### src/psa_pkg.sv
package psa_pkg;
  localparam int DATA_W = 16;
  localparam int PROG_W = 24;
  localparam int PWORD_W = 24;
  localparam int PAGE_W = 8;
  localparam int PAGE_MSB = 7;
  localparam int VIS_LOW_W = 15;
  localparam int EA_MSB = 15;
  localparam int PC_W = 23;
  localparam logic [PC_W-1:0] PC_STEP = 23'h000002;
  localparam logic [PC_W-1:0] PC_RESET = 23'h000000;
  localparam int CFG_IMPL_LO = 0;
  localparam logic [PROG_W-1:0] CFG_IMPL_BASE = 24'hff0000;
  localparam logic [PROG_W-1:0] CFG_IMPL_LAST = 24'hff0003;
  localparam logic [PAGE_W-1:0] PAGE_RESET = 8'h00;

  typedef enum logic [2:0] {
    PSA_OP_NONE = 3'h0,
    PSA_OP_RDL  = 3'h1,
    PSA_OP_RDH  = 3'h2,
    PSA_OP_WRL  = 3'h3,
    PSA_OP_WRH  = 3'h4
  } psa_op_t;

  typedef struct packed {
    psa_op_t            op;
    logic               byte_mode;
    logic [DATA_W-1:0]  ea;
    logic [DATA_W-1:0]  wdata;
  } psa_tbl_req_t;

  typedef struct packed {
    logic               rd;
    logic [DATA_W-1:0]  ea;
  } psa_data_req_t;

  typedef struct packed {
    logic               rd;
    logic               wr;
    logic               cfg;
    logic [PROG_W-1:0]  addr;
    logic [PWORD_W-1:0] wdata;
    logic [2:0]         lane;
  } psa_mem_req_t;

  typedef enum logic [1:0] {
    PSA_ST_IDLE = 2'b00,
    PSA_ST_WAIT = 2'b01,
    PSA_ST_DONE = 2'b11
  } psa_state_t;
endpackage

### src/psa_access_unit.sv
`timescale 1ns/1ps
`default_nettype none
module psa_access_unit (
  input  wire logic                          clk_sys_i,
  input  wire logic                          rst_i,
  input  wire logic [psa_pkg::PAGE_W-1:0]    table_page_i,
  input  wire logic [psa_pkg::PAGE_W-1:0]    window_page_i,
  input  wire logic                          program_window_enable_i,
  input  wire logic                          pc_advance_i,
  input  wire logic                          pc_load_i,
  input  wire logic [psa_pkg::PC_W-1:0]      pc_load_value_i,
  input  wire psa_pkg::psa_tbl_req_t         tbl_req_i,
  input  wire psa_pkg::psa_data_req_t        data_req_i,
  input  wire logic [psa_pkg::PWORD_W-1:0]   mem_rdata_i,
  output psa_pkg::psa_mem_req_t              mem_req_o,
  output logic [psa_pkg::PROG_W-1:0]         fetch_addr_o,
  output logic [psa_pkg::DATA_W-1:0]         rdata_o,
  output logic                               rvalid_o,
  output logic                               window_hit_o,
  output logic                               stall_o,
  output logic                               tbl_refused_o
);
  import psa_pkg::*;

  psa_state_t                st;
  psa_state_t                next_st;
  logic [PC_W-1:0]           pc;
  psa_op_t                   op_q;
  logic                      byte_q;
  logic                      sel_q;
  logic                      win_q;
  logic                      tbl_go;
  logic                      win_go;
  logic                      cfg_sel;
  logic                      cfg_ok;
  logic                      wr_op;
  logic [PROG_W-1:0]         tbl_addr;
  logic [PROG_W-1:0]         win_addr;
  logic [DATA_W-1:0]         next_rdata;

  assign wr_op    = (tbl_req_i.op == PSA_OP_WRL) || (tbl_req_i.op == PSA_OP_WRH);
  assign tbl_addr = {table_page_i, tbl_req_i.ea};
  assign cfg_sel  = table_page_i[PAGE_MSB];
  assign cfg_ok   = (tbl_addr >= CFG_IMPL_BASE) && (tbl_addr <= CFG_IMPL_LAST);
  assign tbl_go   = (st == PSA_ST_IDLE) && (tbl_req_i.op != PSA_OP_NONE)
                    && !(cfg_sel && (wr_op || !cfg_ok));
  assign win_go   = (st == PSA_ST_IDLE) && data_req_i.rd
                    && data_req_i.ea[EA_MSB] && program_window_enable_i
                    && (tbl_req_i.op == PSA_OP_NONE);
  assign win_addr = {1'b0, window_page_i, data_req_i.ea[VIS_LOW_W-1:1], 1'b0};

  always_comb begin
    next_st = st;
    case (st)
      PSA_ST_IDLE: if (tbl_go || win_go) next_st = PSA_ST_WAIT;
      PSA_ST_WAIT: next_st = PSA_ST_DONE;
      PSA_ST_DONE: next_st = PSA_ST_IDLE;
      default:     next_st = PSA_ST_IDLE;
    endcase
  end

  always_ff @(posedge clk_sys_i) begin
    if (rst_i) st <= PSA_ST_IDLE;
    else st <= next_st;
  end

  always_ff @(posedge clk_sys_i) begin
    if (rst_i) pc <= PC_RESET;
    else if (pc_load_i) pc <= {pc_load_value_i[PC_W-1:1], 1'b0};
    else if (pc_advance_i) pc <= pc + PC_STEP;
  end

  always_ff @(posedge clk_sys_i) begin
    if (rst_i) fetch_addr_o <= '0;
    else fetch_addr_o <= {1'b0, pc[PC_W-1:1], 1'b0};
  end

  always_ff @(posedge clk_sys_i) begin
    if (rst_i) begin
      op_q   <= PSA_OP_NONE;
      byte_q <= 1'b0;
      sel_q  <= 1'b0;
      win_q  <= 1'b0;
    end else if (st == PSA_ST_IDLE) begin
      op_q   <= tbl_go ? tbl_req_i.op : PSA_OP_NONE;
      byte_q <= tbl_req_i.byte_mode;
      sel_q  <= tbl_req_i.ea[0];
      win_q  <= win_go && !tbl_go;
    end
  end

  always_ff @(posedge clk_sys_i) begin
    if (rst_i) begin
      mem_req_o <= '0;
    end else if (tbl_go) begin
      mem_req_o.rd    <= !wr_op;
      mem_req_o.wr    <= wr_op;
      mem_req_o.cfg   <= cfg_sel;
      mem_req_o.addr  <= tbl_addr;
      mem_req_o.wdata <= (tbl_req_i.op == PSA_OP_WRH)
                         ? {tbl_req_i.wdata[7:0], 16'h0000}
                         : {8'h00, tbl_req_i.wdata};
      if (tbl_req_i.op == PSA_OP_WRH)
        mem_req_o.lane <= tbl_req_i.byte_mode ? {!tbl_req_i.ea[0], 2'b00} : 3'h4;
      else if (tbl_req_i.byte_mode)
        mem_req_o.lane <= {1'b0, tbl_req_i.ea[0], !tbl_req_i.ea[0]};
      else
        mem_req_o.lane <= 3'h3;
    end else if (win_go) begin
      mem_req_o.rd    <= 1'b1;
      mem_req_o.wr    <= 1'b0;
      mem_req_o.cfg   <= 1'b0;
      mem_req_o.addr  <= win_addr;
      mem_req_o.wdata <= '0;
      mem_req_o.lane  <= 3'h3;
    end else begin
      mem_req_o <= '0;
    end
  end

  always_comb begin
    next_rdata = '0;
    if (win_q) begin
      next_rdata = mem_rdata_i[15:0];
    end else begin
      case (op_q)
        PSA_OP_RDL: begin
          if (!byte_q) next_rdata = mem_rdata_i[15:0];
          else next_rdata = {8'h00, sel_q ? mem_rdata_i[15:8] : mem_rdata_i[7:0]};
        end
        PSA_OP_RDH: begin
          if (!byte_q) next_rdata = {8'h00, mem_rdata_i[23:16]};
          else next_rdata = {8'h00, sel_q ? 8'h00 : mem_rdata_i[23:16]};
        end
        default: next_rdata = '0;
      endcase
    end
  end

  always_ff @(posedge clk_sys_i) begin
    if (rst_i) begin
      rdata_o  <= '0;
      rvalid_o <= 1'b0;
    end else begin
      rvalid_o <= (st == PSA_ST_DONE)
                  && (win_q || op_q == PSA_OP_RDL || op_q == PSA_OP_RDH);
      rdata_o  <= (st == PSA_ST_DONE) ? next_rdata : '0;
    end
  end

  always_ff @(posedge clk_sys_i) begin
    if (rst_i) begin
      window_hit_o  <= 1'b0;
      stall_o       <= 1'b0;
      tbl_refused_o <= 1'b0;
    end else begin
      window_hit_o  <= win_go && !tbl_go;
      stall_o       <= (next_st != PSA_ST_IDLE);
      tbl_refused_o <= (st == PSA_ST_IDLE) && (tbl_req_i.op != PSA_OP_NONE) && !tbl_go;
    end
  end

  a_cfg_no_write: assert property (
    @(posedge clk_sys_i) disable iff (rst_i)
    mem_req_o.cfg |-> !mem_req_o.wr)
    else $error("write issued to configuration space");
  a_win_user_only: assert property (
    @(posedge clk_sys_i) disable iff (rst_i)
    window_hit_o |-> !mem_req_o.addr[PROG_W-1] && !mem_req_o.addr[0] && !mem_req_o.wr)
    else $error("window access left user space");
  a_win_page_bit: assert property (
    @(posedge clk_sys_i) disable iff (rst_i)
    window_hit_o |-> mem_req_o.addr[EA_MSB] == $past(window_page_i[0]))
    else $error("window bit 15 wrong");
  a_win_no_cfg: assert property (
    @(posedge clk_sys_i) disable iff (rst_i)
    window_hit_o |-> !mem_req_o.cfg)
    else $error("window access marked configuration");
  a_win_latency: assert property (
    @(posedge clk_sys_i) disable iff (rst_i)
    window_hit_o |-> ##2 rvalid_o)
    else $error("window read latency wrong");
  a_win_enable: assert property (
    @(posedge clk_sys_i) disable iff (rst_i)
    window_hit_o |-> $past(program_window_enable_i))
    else $error("window used while disabled");
  a_win_suspend: assert property (
    @(posedge clk_sys_i) disable iff (rst_i)
    window_hit_o |-> $past(tbl_req_i.op) == PSA_OP_NONE)
    else $error("window during table op");
  a_win_low_bits: assert property (
    @(posedge clk_sys_i) disable iff (rst_i)
    window_hit_o |-> mem_req_o.addr[VIS_LOW_W-1:1] == $past(data_req_i.ea[VIS_LOW_W-1:1]))
    else $error("window low address bits wrong");
  a_win_read_only: assert property (
    @(posedge clk_sys_i) disable iff (rst_i)
    window_hit_o |-> mem_req_o.rd && !mem_req_o.wr)
    else $error("window access not a read");
  a_win_rdata: assert property (
    @(posedge clk_sys_i) disable iff (rst_i)
    rvalid_o && $past(win_q) |-> rdata_o == $past(mem_rdata_i[15:0]))
    else $error("window read data wrong");
  a_tbl_page: assert property (
    @(posedge clk_sys_i) disable iff (rst_i)
    (mem_req_o.rd || mem_req_o.wr) && !window_hit_o
    |-> mem_req_o.addr[PROG_W-1 -: PAGE_W] == $past(table_page_i))
    else $error("table page wrong");
  a_tbl_ea_kept: assert property (
    @(posedge clk_sys_i) disable iff (rst_i)
    (mem_req_o.rd || mem_req_o.wr) && !window_hit_o
    |-> mem_req_o.addr[DATA_W-1:0] == $past(tbl_req_i.ea))
    else $error("table effective address altered");
  a_cfg_flag: assert property (
    @(posedge clk_sys_i) disable iff (rst_i)
    (mem_req_o.rd || mem_req_o.wr) && !window_hit_o
    |-> mem_req_o.cfg == $past(table_page_i[PAGE_MSB]))
    else $error("configuration select wrong");
  a_byte_select: assert property (
    @(posedge clk_sys_i) disable iff (rst_i)
    (mem_req_o.rd || mem_req_o.wr) && !window_hit_o |-> sel_q == $past(tbl_req_i.ea[0]))
    else $error("byte select not taken from address bit 0");
  a_refuse_no_req: assert property (
    @(posedge clk_sys_i) disable iff (rst_i)
    tbl_refused_o |-> !mem_req_o.rd && !mem_req_o.wr)
    else $error("refused table operation reached memory");
  a_refuse_cfg: assert property (
    @(posedge clk_sys_i) disable iff (rst_i)
    tbl_refused_o |-> $past(table_page_i[PAGE_MSB]))
    else $error("user table operation refused");
  a_fetch_align: assert property (
    @(posedge clk_sys_i) disable iff (rst_i)
    !fetch_addr_o[0] && !fetch_addr_o[PROG_W-1])
    else $error("fetch address not aligned");
  a_pc_load: assert property (
    @(posedge clk_sys_i) disable iff (rst_i)
    pc_load_i |=> pc == {$past(pc_load_value_i[PC_W-1:1]), 1'b0})
    else $error("pc load wrong");
  a_pc_step: assert property (
    @(posedge clk_sys_i) disable iff (rst_i)
    pc_advance_i && !pc_load_i |=> pc == $past(pc) + PC_STEP)
    else $error("pc step wrong");
  a_low_no_upper: assert property (
    @(posedge clk_sys_i) disable iff (rst_i)
    mem_req_o.wr && $past(tbl_req_i.op) == PSA_OP_WRL |-> !mem_req_o.lane[2])
    else $error("low write touched upper byte");
  a_lane_high: assert property (
    @(posedge clk_sys_i) disable iff (rst_i)
    mem_req_o.wr && $past(tbl_req_i.op) == PSA_OP_WRH && !$past(tbl_req_i.byte_mode)
    |-> mem_req_o.lane == 3'h4)
    else $error("high word write lane wrong");
  a_write_quiet: assert property (
    @(posedge clk_sys_i) disable iff (rst_i)
    mem_req_o.wr |-> ##2 !rvalid_o)
    else $error("write produced read data");
  a_rdl_word: assert property (
    @(posedge clk_sys_i) disable iff (rst_i)
    rvalid_o && $past(op_q) == PSA_OP_RDL && !$past(byte_q) && !$past(win_q)
    |-> rdata_o == $past(mem_rdata_i[15:0]))
    else $error("low word read data wrong");
  a_rdl_byte: assert property (
    @(posedge clk_sys_i) disable iff (rst_i)
    rvalid_o && $past(op_q) == PSA_OP_RDL && $past(byte_q) && !$past(win_q)
    |-> rdata_o == {8'h00, $past(sel_q) ? $past(mem_rdata_i[15:8]) : $past(mem_rdata_i[7:0])})
    else $error("low byte read data wrong");
  a_high_zero: assert property (
    @(posedge clk_sys_i) disable iff (rst_i)
    rvalid_o |-> rdata_o[15:8] == 8'h00 || $past(win_q)
    || $past(op_q) == PSA_OP_RDL && !$past(byte_q))
    else $error("upper data byte not zero");
  a_rdh_word: assert property (
    @(posedge clk_sys_i) disable iff (rst_i)
    rvalid_o && $past(op_q) == PSA_OP_RDH && !$past(byte_q)
    |-> rdata_o == {8'h00, $past(mem_rdata_i[23:16])})
    else $error("high word read data wrong");
  a_phantom_zero: assert property (
    @(posedge clk_sys_i) disable iff (rst_i)
    rvalid_o && $past(op_q) == PSA_OP_RDH && $past(byte_q) && $past(sel_q) |-> rdata_o == '0)
    else $error("phantom byte not zero");
  a_stall_busy: assert property (
    @(posedge clk_sys_i) disable iff (rst_i)
    mem_req_o.rd |-> stall_o)
    else $error("stall missing during access");
  a_rvalid_pulse: assert property (
    @(posedge clk_sys_i) disable iff (rst_i)
    rvalid_o |=> !rvalid_o)
    else $error("read valid longer than one cycle");

  c_win_read:  cover property (@(posedge clk_sys_i) window_hit_o ##2 rvalid_o);
  c_tbl_high:  cover property (@(posedge clk_sys_i) mem_req_o.rd && mem_req_o.addr[PROG_W-1]);
  c_refused:   cover property (@(posedge clk_sys_i) tbl_refused_o);
  c_tbl_write: cover property (@(posedge clk_sys_i) mem_req_o.wr);
  c_byte_read: cover property (@(posedge clk_sys_i) rvalid_o && byte_q && sel_q);
endmodule
`default_nettype wire

### config.mk
export PLATFORM = sky130hd
export DESIGN_NAME = psa_access_unit
export DESIGN_NICKNAME = d
export VERILOG_FILES = /design/src/psa_pkg.sv /design/src/psa_access_unit.sv
export SDC_FILE = /design/constraint.sdc
export NUM_CORES = 1
export LEC_CHECK = 0
export ABC_CLOCK_PERIOD_IN_PS = 3300
export BUFFER_PORTS_ARGS = -buffer_cell sky130_fd_sc_hd__clkbuf_2
export CAP_MARGIN = 20
export CORE_AREA = 3 3 101 103
export DETAILED_ROUTE_END_ITERATION = 16
export DIE_AREA = 0 0 104 106
export GPL_ROUTABILITY_DRIVEN = 0
export PLACE_DENSITY_LB_ADDON = 0.12
export SLEW_MARGIN = 10
export SYNTH_ARGS = -nofsm -noshare
export SYNTH_HDL_FRONTEND = slang
export SYNTH_SLANG_ARGS = --single-unit
### constraint.sdc
create_clock -name clk_sys_i -period 3.3 [get_ports clk_sys_i]
set_input_delay 0.33 -clock clk_sys_i [delete_from_list [all_inputs] [get_ports clk_sys_i]]
set_output_delay 0.33 -clock clk_sys_i [all_outputs]
set_load 0.005 [all_outputs]
==> results of run 1 <==
==> state kept, by name, summed over array words and instances (netlist names) <==
name / cells
window_hit_o: 1
fetch_addr_o: 22
byte_q: 1
sel_q: 1
op_q: 3
win_q: 1
stall_o: 1
pc: 22
mem_req_o: 53
rdata_o: 16
rvalid_o: 1
tbl_refused_o: 1
st: 2
==> layout make-up <==
type / count / area [um2] / area share
Sequential cell: 125 / 2500 / 0.385
Inverter: 18 / 67.6 / 0.0104
Timing Repair Buffer: 220 / 1120 / 0.172
Tap cell: 129 / 161 / 0.0249
Multi-Input combinational cell: 313 / 1980 / 0.304
Clock inverter: 15 / 254 / 0.0391
Clock buffer: 17 / 414 / 0.0638
==> metal layers <==
layer	share of wire	global-route usage	vias up	wire (um)
li1	-	-	2179	-
met1	0.42	0.267	2052	5220
met2	0.51	0.385	150	6390
met3	0.062	0.0662	8	779
met4	0.0086	0.0627	0	107
met5	0	0	-	0
==> cells in the mapped netlist, types with 2 or more instances <==
| master | count | area, um2 |
|---|---|---|
| nor3_1 | 10 | 50.1 |
| dfxtp_1 | 125 | 2500 |
| or3_1 | 10 | 62.6 |
| xnor2_1 | 7 | 61.3 |
| o41ai_1 | 3 | 26.3 |
| nor3b_1 | 4 | 30.0 |
| nand2b_1 | 3 | 18.8 |
| a31o_2 | 2 | 17.5 |
| buf_4 | 3 | 22.5 |
| or2_2 | 2 | 12.5 |
| nor2b_1 | 20 | 125 |
| a32o_1 | 21 | 210 |
| nand3_1 | 23 | 115 |
| a221oi_1 | 8 | 70.1 |
| nor2_1 | 57 | 214 |
| nor4_1 | 7 | 43.8 |
| a41o_1 | 2 | 20.0 |
| buf_1 | 2 | 7.51 |
| a31oi_1 | 3 | 18.8 |
| a41oi_1 | 2 | 17.5 |
| or4_1 | 3 | 22.5 |
| and2_1 | 11 | 68.8 |
| nand4_1 | 5 | 31.3 |
| a311oi_1 | 7 | 61.3 |
| inv_1 | 18 | 67.6 |
| a211oi_1 | 6 | 45.0 |
| nand2_1 | 35 | 131 |
| o31a_1 | 2 | 17.5 |
| o311a_1 | 2 | 20.0 |
| a211o_1 | 10 | 87.6 |
| o21ai_0 | 9 | 45.0 |
| a21oi_1 | 9 | 45.0 |
| xor2_1 | 3 | 26.3 |
| buf_2 | 6 | 30.0 |
| clkbuf_1 | 25 | 93.8 |
| and4_1 | 6 | 52.6 |
| or4b_1 | 2 | 20.0 |
==> final timing paths <==
kind / startpoint / endpoint / cells after the start
worst max-delay path: pc[1] / pc[19] / 5
worst min-delay path: window_page_i[2] / mem_req_o[44] / 2
worst max register to register: pc[1] / pc[19] / 5
worst min register to register: sel_q / sel_q / 2
==> per-stage QoR <==
| step | utilization | setup WS (ps) | hold slack [ps] |
|---|---|---|---|
| detailed placement | 0.627 | 865 | 453 |
| finish | 0.699 | 1080 | 33.5 |
| CTS | 0.699 | 1060 | 15.5 |
| global route | 0.699 | 946 | 14.7 |
| floorplan | - | 1290 | 432 |
| global placement | 0.627 | 893 | 444 |
==> power by group through the flow <==
stage / Sequential [mW] / Combinational [mW] / Clock, mW
floorplan: 1.64 / 0.159 / 0
global placement: 1.64 / 0.303 / 0
detailed placement: 1.64 / 0.311 / 0
CTS: 1.61 / 0.315 / 2.12
global route: 1.62 / 0.348 / 2.21
finish: 1.61 / 0.313 / 2.09
==> cells by family (layout without fill, tap and decap cells) <==
| group | count (synthesis) | in the layout | synth area share |
|---|---|---|---|
| AOI/OAI and AO/OA | 91 | 91 | 0.159 |
| other | 1 | 2 | 0.000798 |
| muxes | 1 | 1 | 0.00213 |
| DFF | 125 | 125 | 0.533 |
| adders and majority gates | 1 | 1 | 0.00266 |
| buffers and inverters | 54 | 270 | 0.0471 |
| xor gates and xnor gates | 10 | 10 | 0.0186 |
| and+or+nand+nor | 208 | 208 | 0.237 |
==> layout by cell type, fill, tap and decap left out, types with 7 or more instances in the layout <==
cell and count:
nor2b_1 20, nor3_1 10, or3_1 10, a32o_1 21, inv_1 18, clkbuf_16 16, nand2_1 35, a221oi_1 8
o21ai_0 9, nand3_1 23, xnor2_1 7, a311oi_1 7, a211o_1 10, dfxtp_1 125, a21oi_1 9, nor4_1 7
clkbuf_2 214, and2_1 11, nor2_1 57
==> flow_summary.json, run 1 <==
{
  "diodes": 0,
  "clkSinkCount": 125,
  "dpl_cell_area_um2": 5820,
  "outcome": "finished clean",
  "critPathSlowestCell": "or4b_1",
  "synth.avg_cell_area_um2": 9.57,
  "power.internal_mw": 3.11,
  "power_frac_comb": 0.078,
  "die_w_um": 104,
  "rsz0062_at_grt": "no",
  "cts_resized": 0,
  "track_usage": 0.222,
  "startpoint_type": "register",
  "async_flop_share": 0,
  "wire_per_inst_um": 14.9,
  "hold_viol": 0,
  "layout.cells.non_filler": 837,
  "design_area_um2": 6490,
  "ir_drop_v": 0.000355,
  "grt_max_degree": 49,
  "via_per_inst": 5.24,
  "path_cells": "ha_1 > and3_2 > or4b_1 > o31a_1 > o311a_1",
  "cap_violations": 0,
  "drcViolationCount": 0,
  "firstDrtPassIters": 7,
  "die_area_um2": 11000,
  "path_delay_family": "simple AND/OR/NAND/NOR gates",
  "yosysUniqueCellTypes": 55,
  "pwr-share-clk": 0.521,
  "via_count": 4389,
  "cp_slowest_stage_delay_ps": 610,
  "htree_levels": 4,
  "fillers": 748,
  "clockBufferDepth": 2,
  "cp_num_buf_inv": 0,
  "ys_ff_latch": 125,
  "finalCritPeriodShare": 0.672,
  "die_y_um": 106,
  "cts-root-buf": "clkbuf_8",
  "p_leak_nw": 2.99,
  "routed_wl_um": 12500,
  "finalNetCount": 817,
  "synth_ff_type": "dfxtp_1",
  "synthCells": 491,
  "fin_skew_ps": 8.35,
  "clock_latency_ps": 500,
  "period_needed_ps": 2220,
  "p_total_mw": 4.01,
  "antenna_left": 0,
  "rrSetupSlack_ps": 1080,
  "switchingPower_mw": 0.899,
  "grt-ovfl-total": 0,
  "grt_pass1_wl_um": 20000,
  "hpwl_um": 8910,
  "path_clk_slew_ps": 60,
  "drv_slew": 0,
  "cts_buffers": 17,
  "slew_headroom": 0.379,
  "synth_edf_count": 0,
  "cp_data_required_time_ps": 3690,
  "ys_warn_count": 0,
  "antenna_found_initial": 0,
  "grt_pass1_vias": 4122,
  "ctsHoldBuffers": 0,
  "critPathMaxFanout": 9,
  "pwr-share-seq": 0.401,
  "hp-class": "in -> reg",
  "dp.cells": 805,
  "finalSetupViolCount": 0,
  "syn-cell-area_um2": 4700,
  "core-area_um2": 9280,
  "drive_gt1_frac": 0.374,
  "io_buffers": 214,
  "io_pins": 219,
  "power_density_nw_per_um2": 618,
  "cts_setup_buffers": 0,
  "path_class": "reg -> reg",
  "drt_first_iter_violations": 201,
  "num_rows": 35,
  "syn_to_final_growth_pct": 38.2,
  "crit_arrival_ps": 2600,
  "synth-seq-area-share": 0.533,
  "p_sw_frac": 0.224,
  "initial_core_util": 0.506,
  "cts_tree": "built",
  "fmax_ghz": 0.451,
  "tightest_slew_ps": 930,
  "end_kind": "register",
  "finalSetupTns_ps": 0
}
Power figures use the tool's default switching activity.
==> run 2: changes to the inputs <==
--- a/config.mk
+++ b/config.mk
@@ -5,12 +5,12 @@
 export SDC_FILE = /design/constraint.sdc
 export NUM_CORES = 1
 export LEC_CHECK = 0
-export ABC_CLOCK_PERIOD_IN_PS = 3300
+export ABC_CLOCK_PERIOD_IN_PS = 2180
 export BUFFER_PORTS_ARGS = -buffer_cell sky130_fd_sc_hd__clkbuf_2
 export CAP_MARGIN = 20
-export CORE_AREA = 3 3 101 103
+export CORE_AREA = 3 3 106 108
 export DETAILED_ROUTE_END_ITERATION = 16
-export DIE_AREA = 0 0 104 106
+export DIE_AREA = 0 0 109 111
 export GPL_ROUTABILITY_DRIVEN = 0
 export PLACE_DENSITY_LB_ADDON = 0.12
 export SLEW_MARGIN = 10
==> constraint.sdc (replaced) <==
create_clock -name clk_sys_i -period 2.18 [get_ports clk_sys_i]
set_input_delay 0.218 -clock clk_sys_i [delete_from_list [all_inputs] [get_ports clk_sys_i]]
set_output_delay 0.218 -clock clk_sys_i [all_outputs]
set_load 0.005 [all_outputs]
==> run 2 against run 1 <==
Net effect:
- clock skew fell by 1.4 ps
- hold slack got worse by 4.6 ps
- worst setup slack got worse by 980 ps
- total power rose by 43%
- via count rose by 11%
- die area rose by 9.8%
- routed wire length rose by 12%
- global-route usage rose by 0.81 points
- sequential power rose by 51%
- combinational power rose by 110%
- critical path depth rose by 2
==> flow_summary.json, run 2 (synthesis results as in run 1) <==
{
  "hp-class": "in -> reg",
  "path_cells": "clkbuf_2 > or4b_2 > nor4_4 > a21bo_2 > buf_12 > a32o_1 > dlygate4sd3_1",
  "htree_levels": 4,
  "critPathSlowestCell": "or4b_2",
  "crit_arrival_ps": 2520,
  "finalNetCount": 939,
  "core-area_um2": 10300,
  "cts_tree": "built",
  "io_pins": 219,
  "power_density_nw_per_um2": 754,
  "finalCritPeriodShare": 0.954,
  "startpoint_type": "primary input",
  "rsz0062_at_grt": "no",
  "grt_pass1_vias": 4778,
  "cp_num_buf_inv": 3,
  "grt_max_degree": 49,
  "clock_latency_ps": 500,
  "die_y_um": 111,
  "num_rows": 37,
  "wire_per_inst_um": 14.5,
  "largestRegisters": "mem_req_o x53, fetch_addr_o x22, pc x22",
  "diodes": 0,
  "tightest_slew_ps": 745,
  "top_register": "mem_req_o",
  "hold_ws_ps": 28.9,
  "routed_wl_um": 14000,
  "cts_buffers": 17,
  "firstDrtPassIters": 4,
  "ir_drop_v": 0.000519,
  "grt-ovfl-total": 0,
  "io_buffers": 214,
  "fillers": 721,
  "hold_viol": 0,
  "die_w_um": 109,
  "end_kind": "register",
  "outcome": "finished clean",
  "power.internal_mw": 4.36,
  "power_frac_comb": 0.113,
  "via_count": 4887,
  "path_clk_slew_ps": 60,
  "antenna_left": 0,
  "antenna_found_initial": 0,
  "grt_pass1_wl_um": 22400,
  "drcViolationCount": 0,
  "clkSinkCount": 125,
  "drive_gt1_frac": 0.341,
  "regArea_um2": 2500,
  "cap_violations": 0,
  "cp_data_required_time_ps": 2620,
  "p_leak_nw": 3.51,
  "finalSetupTns_ps": 0,
  "track_usage": 0.230,
  "drv_slew": 0,
  "switchingPower_mw": 1.37,
  "final_common_cell": "clkbuf_2",
  "final_cell_mix": "214 x clkbuf_2, 125 x dfxtp_1, 104 x dlygate4sd3_1",
  "critPathMaxFanout": 26,
  "p_sw_frac": 0.239,
  "largest_reg_flops": 53,
  "cts-root-buf": "clkbuf_8",
  "path_class": "in -> reg",
  "fmax_ghz": 0.481,
  "period_needed_ps": 2080,
  "initial_core_util": 0.455,
  "clockBufferDepth": 2,
  "via_per_inst": 5.06,
  "pwr-share-clk": 0.462,
  "drt_first_iter_violations": 263,
  "die_area_um2": 12100,
  "hpwl_um": 9140,
  "multi_input_area_um2": 1980,
  "fin_skew_ps": 6.98,
  "cp_slowest_stage_delay_ps": 710,
  "finalSetupViolCount": 0,
  "slew_headroom": 0.500,
  "pwr-share-seq": 0.425,
  "path_delay_family": "simple AND/OR/NAND/NOR gates",
  "syn_to_final_growth_pct": 61.7
}
-- run 2: changes by cell type in the layout (fill, tap and decap cells not counted), sizes merged, moves of 2 or more --
cell	before	now
inv	24	19
clkinv	2	8
dlygate4sd3	0	104
bufinv	6	2
clkinvlp	1	3
buf	6	24
-- run 2: layout make-up --
class,instances,share of cell area
Timing Repair Buffer,342,0.304
Sequential cell,125,0.329
Clock inverter,14,0.0193
Clock buffer,18,0.0550
Inverter,18,0.00889
Multi-Input combinational cell,313,0.261
Tap cell,136,0.0224
-- run 2: repair_timing --
item | CTS | global route
setup buffers | 0 | 0
hold endpoints to repair | 83 | 0
hold buffers | 104 | 0
gates resized for setup | 0 | 3
endpoints found under the setup margin | 0 | 22
-- run 2: through the flow --
step	cell area [um2]	utilization	total power [mW]	setup WS (ps)	cells
after CTS	7590	0.735	5.78	52.0	966
after global routing	7600	0.736	5.96	20.2	966
final	7600	0.736	5.73	101	966
after detailed placement	5980	0.579	2.98	85.9	830
after global placement	5980	0.579	2.97	167	830
after floorplan	4700	-	2.72	173	492
-- run 2: power groups by stage --
stage	Combinational [mW]	Sequential, mW	Clock, mW
3_5_place_dp	0.498	2.48	0
4_1_cts	0.640	2.43	2.71
5_1_grt	0.713	2.44	2.80
3_3_place_gp	0.488	2.48	0
2_1_floorplan	0.241	2.48	0
6_report	0.647	2.43	2.65
-- run 2: routing by layer --
metal | up-vias | wire, um | global-route usage
met3 | 30 | 774 | 0.0478
met1 | 2264 | 5820 | 0.270
met2 | 177 | 7000 | 0.390
met5 | - | 0 | 0
met4 | 0 | 397 | 0.114
li1 | 2416 | - | -
-- run 2: path summary, 6_finish.rpt --
kind / start / end / slack (ps) / cells after the start
setup reg to reg: st[0] / mem_req_o[29] / 120 / 6
hold / removal: tbl_req_i[35] / op_q[2] / 30 / 3
setup / recovery: tbl_req_i[31] / mem_req_o[29] / 100 / 7
hold reg to reg: sel_q / sel_q / 460 / 2
-- run 2: worst min-delay path: cells and delay by family --
family | cells | cell delay [ps]
buf+inv | 2 | 190
compound gates | 1 | 70
==> run 3: changes to the inputs <==
--- a/config.mk
+++ b/config.mk
@@ -5,12 +5,12 @@
 export SDC_FILE = /design/constraint.sdc
 export NUM_CORES = 1
 export LEC_CHECK = 0
-export ABC_CLOCK_PERIOD_IN_PS = 2180
+export ABC_CLOCK_PERIOD_IN_PS = 2280
 export BUFFER_PORTS_ARGS = -buffer_cell sky130_fd_sc_hd__clkbuf_2
 export CAP_MARGIN = 20
-export CORE_AREA = 3 3 106 108
+export CORE_AREA = 2 2 105 107
 export DETAILED_ROUTE_END_ITERATION = 16
-export DIE_AREA = 0 0 109 111
+export DIE_AREA = 0 0 107 109
 export GPL_ROUTABILITY_DRIVEN = 0
 export PLACE_DENSITY_LB_ADDON = 0.12
 export SLEW_MARGIN = 10
==> constraint.sdc (replaced) <==
create_clock -name clk_sys_i -period 2.28 [get_ports clk_sys_i]
set_input_delay 0.228 -clock clk_sys_i [delete_from_list [all_inputs] [get_ports clk_sys_i]]
set_output_delay 0.228 -clock clk_sys_i [all_outputs]
set_load 0.005 [all_outputs]
==> run 3 against run 2 <==
Net effect:
- global-route usage up 1.2 points
- clock power up 3%
- non-clock buffer count down 3
- total power down 1.1%
- largest power group unchanged
==> flow_summary.json, run 3 (synthesis results as in run 1) <==
{
  "cts_setup_buffers": 0,
  "use_met2": 0.430,
  "routed_wl_um": 14400,
  "grt-ovfl-total": 0,
  "drt_first_iter_violations": 226,
  "finalCritPeriodShare": 0.943,
  "htree_levels": 4,
  "antenna_left": 0,
  "path_class": "reg -> reg",
  "firstDrtPassIters": 4,
  "cap_violations": 0,
  "antenna_found_initial": 0,
  "cp_data_required_time_ps": 2730,
  "grt_pass1_vias": 4762,
  "period_needed_ps": 2150,
  "grt_max_degree": 49,
  "hp-class": "in -> reg",
  "num_rows": 38,
  "dp.cells": 830,
  "core-area_um2": 10600,
  "cts-root-buf": "clkbuf_8",
  "power_density_nw_per_um2": 744,
  "largestRegisters": "mem_req_o x53, fetch_addr_o x22, pc x22",
  "wire_per_inst_um": 14.9,
  "diodes": 0,
  "finalSetupViolCount": 0,
  "startpoint_type": "register",
  "drive_gt1_frac": 0.337,
  "initial_core_util": 0.443,
  "syn_to_final_growth_pct": 62.1,
  "place_ws_ps": 154,
  "finalNetCount": 936,
  "clkSinkCount": 125,
  "tightest_slew_ps": 714,
  "hold_ws_ps": 39.1,
  "hold_viol": 0,
  "crit_arrival_ps": 2610,
  "critPathMaxFanout": 17,
  "grt_use_met1": 0.276,
  "timing.final.ws_setup_ps": 129,
  "ir_drop_v": 0.000424,
  "layout.cells.non_filler": 967,
  "rsz0062_at_grt": "no",
  "outcome": "finished clean",
  "clockBufferDepth": 2,
  "path_clk_slew_ps": 60,
  "gr-usage-met3": 0.0586,
  "grt_busiest_layer": "met2",
  "slew_headroom": 0.522,
  "hpwl_um": 8800,
  "clock_latency_ps": 520,
  "top_register": "mem_req_o",
  "min_from": "tbl_req_i[35]",
  "critPathLaunch": "byte_q",
  "p_leak_nw": 3.54,
  "cts_tree": "built",
  "final_common_cell": "clkbuf_2",
  "drv_slew": 0,
  "via_per_inst": 5.10,
  "track_usage": 0.242,
  "fmax_ghz": 0.465,
  "drcViolationCount": 0,
  "die_w_um": 107,
  "io_buffers": 214,
  "largest_reg_flops": 53,
  "end_kind": "register",
  "cts_buffers": 17,
  "io_pins": 219,
  "fin_skew_ps": 9.59,
  "via_count": 4935,
  "rr_startpoint": "byte_q",
  "die_area_um2": 11700,
  "grt_pass1_wl_um": 22300,
  "finalSetupTns_ps": 0,
  "die_y_um": 109,
  "final_cell_mix": "214 x clkbuf_2, 125 x dfxtp_1, 105 x dlygate4sd3_1"
}
-- run 3: final timing paths --
check	depth (start not counted)	slack [ps]	endpoint
worst max-delay path	5	130	rdata_o[1]
worst min-delay path	3	40	op_q[2]
worst max register to register	5	130	rdata_o[1]
worst min register to register	2	460	sel_q
-- run 3: power breakdown --
group / switching (mW) / internal (mW)
logic: 0.284 / 0.327
clock network: 0.996 / 1.73
registers: 0.0512 / 2.28
total: 1.33 / 4.33
-- run 3: timing repair --
| item | 4_1_cts | 5_1_grt |
|---|---|---|
| endpoints found under the setup margin | 0 | 22 |
| hold endpoints to repair | 84 | 0 |
| hold buffers | 105 | 0 |
| gates resized for setup | 0 | 1 |
-- run 3: per-layer routing --
| metal | vias to the layer above | part of all wire |
|---|---|---|
| met1 | 2303 | 0.41 |
| met3 | 38 | 0.053 |
| met2 | 182 | 0.51 |
| li1 | 2412 | - |
| met5 | - | 0 |
| met4 | 0 | 0.027 |
-- run 3: metrics by stage --
| stage | cell area, um2 | utilization | power (mW) |
|---|---|---|---|
| global route | 7610 | 0.718 | 5.86 |
| CTS | 7610 | 0.718 | 5.69 |
| floorplan | 4700 | - | 2.60 |
| detailed placement | 5960 | 0.562 | 2.85 |
| global placement | 5960 | 0.562 | 2.83 |
| finish | 7610 | 0.718 | 5.66 |
-- run 3: worst max-delay path: stages (launching register included) --
cell           delay, ps
dfxtp_1              330
and2_1               520
nor2_1                80
a211o_1              280
a221oi_1             280
dlygate4sd3_1        600
-- run 3: cell type report --
| class | count | area (um2) |
|---|---|---|
| Sequential cell | 125 | 2500 |
| Inverter | 18 | 67.6 |
| Timing Repair Buffer | 339 | 2290 |
| Multi-Input combinational cell | 313 | 1980 |
| Clock buffer | 19 | 442 |
| Clock inverter | 13 | 163 |
| Tap cell | 140 | 175 |
| Fill cell | 793 | 2990 |
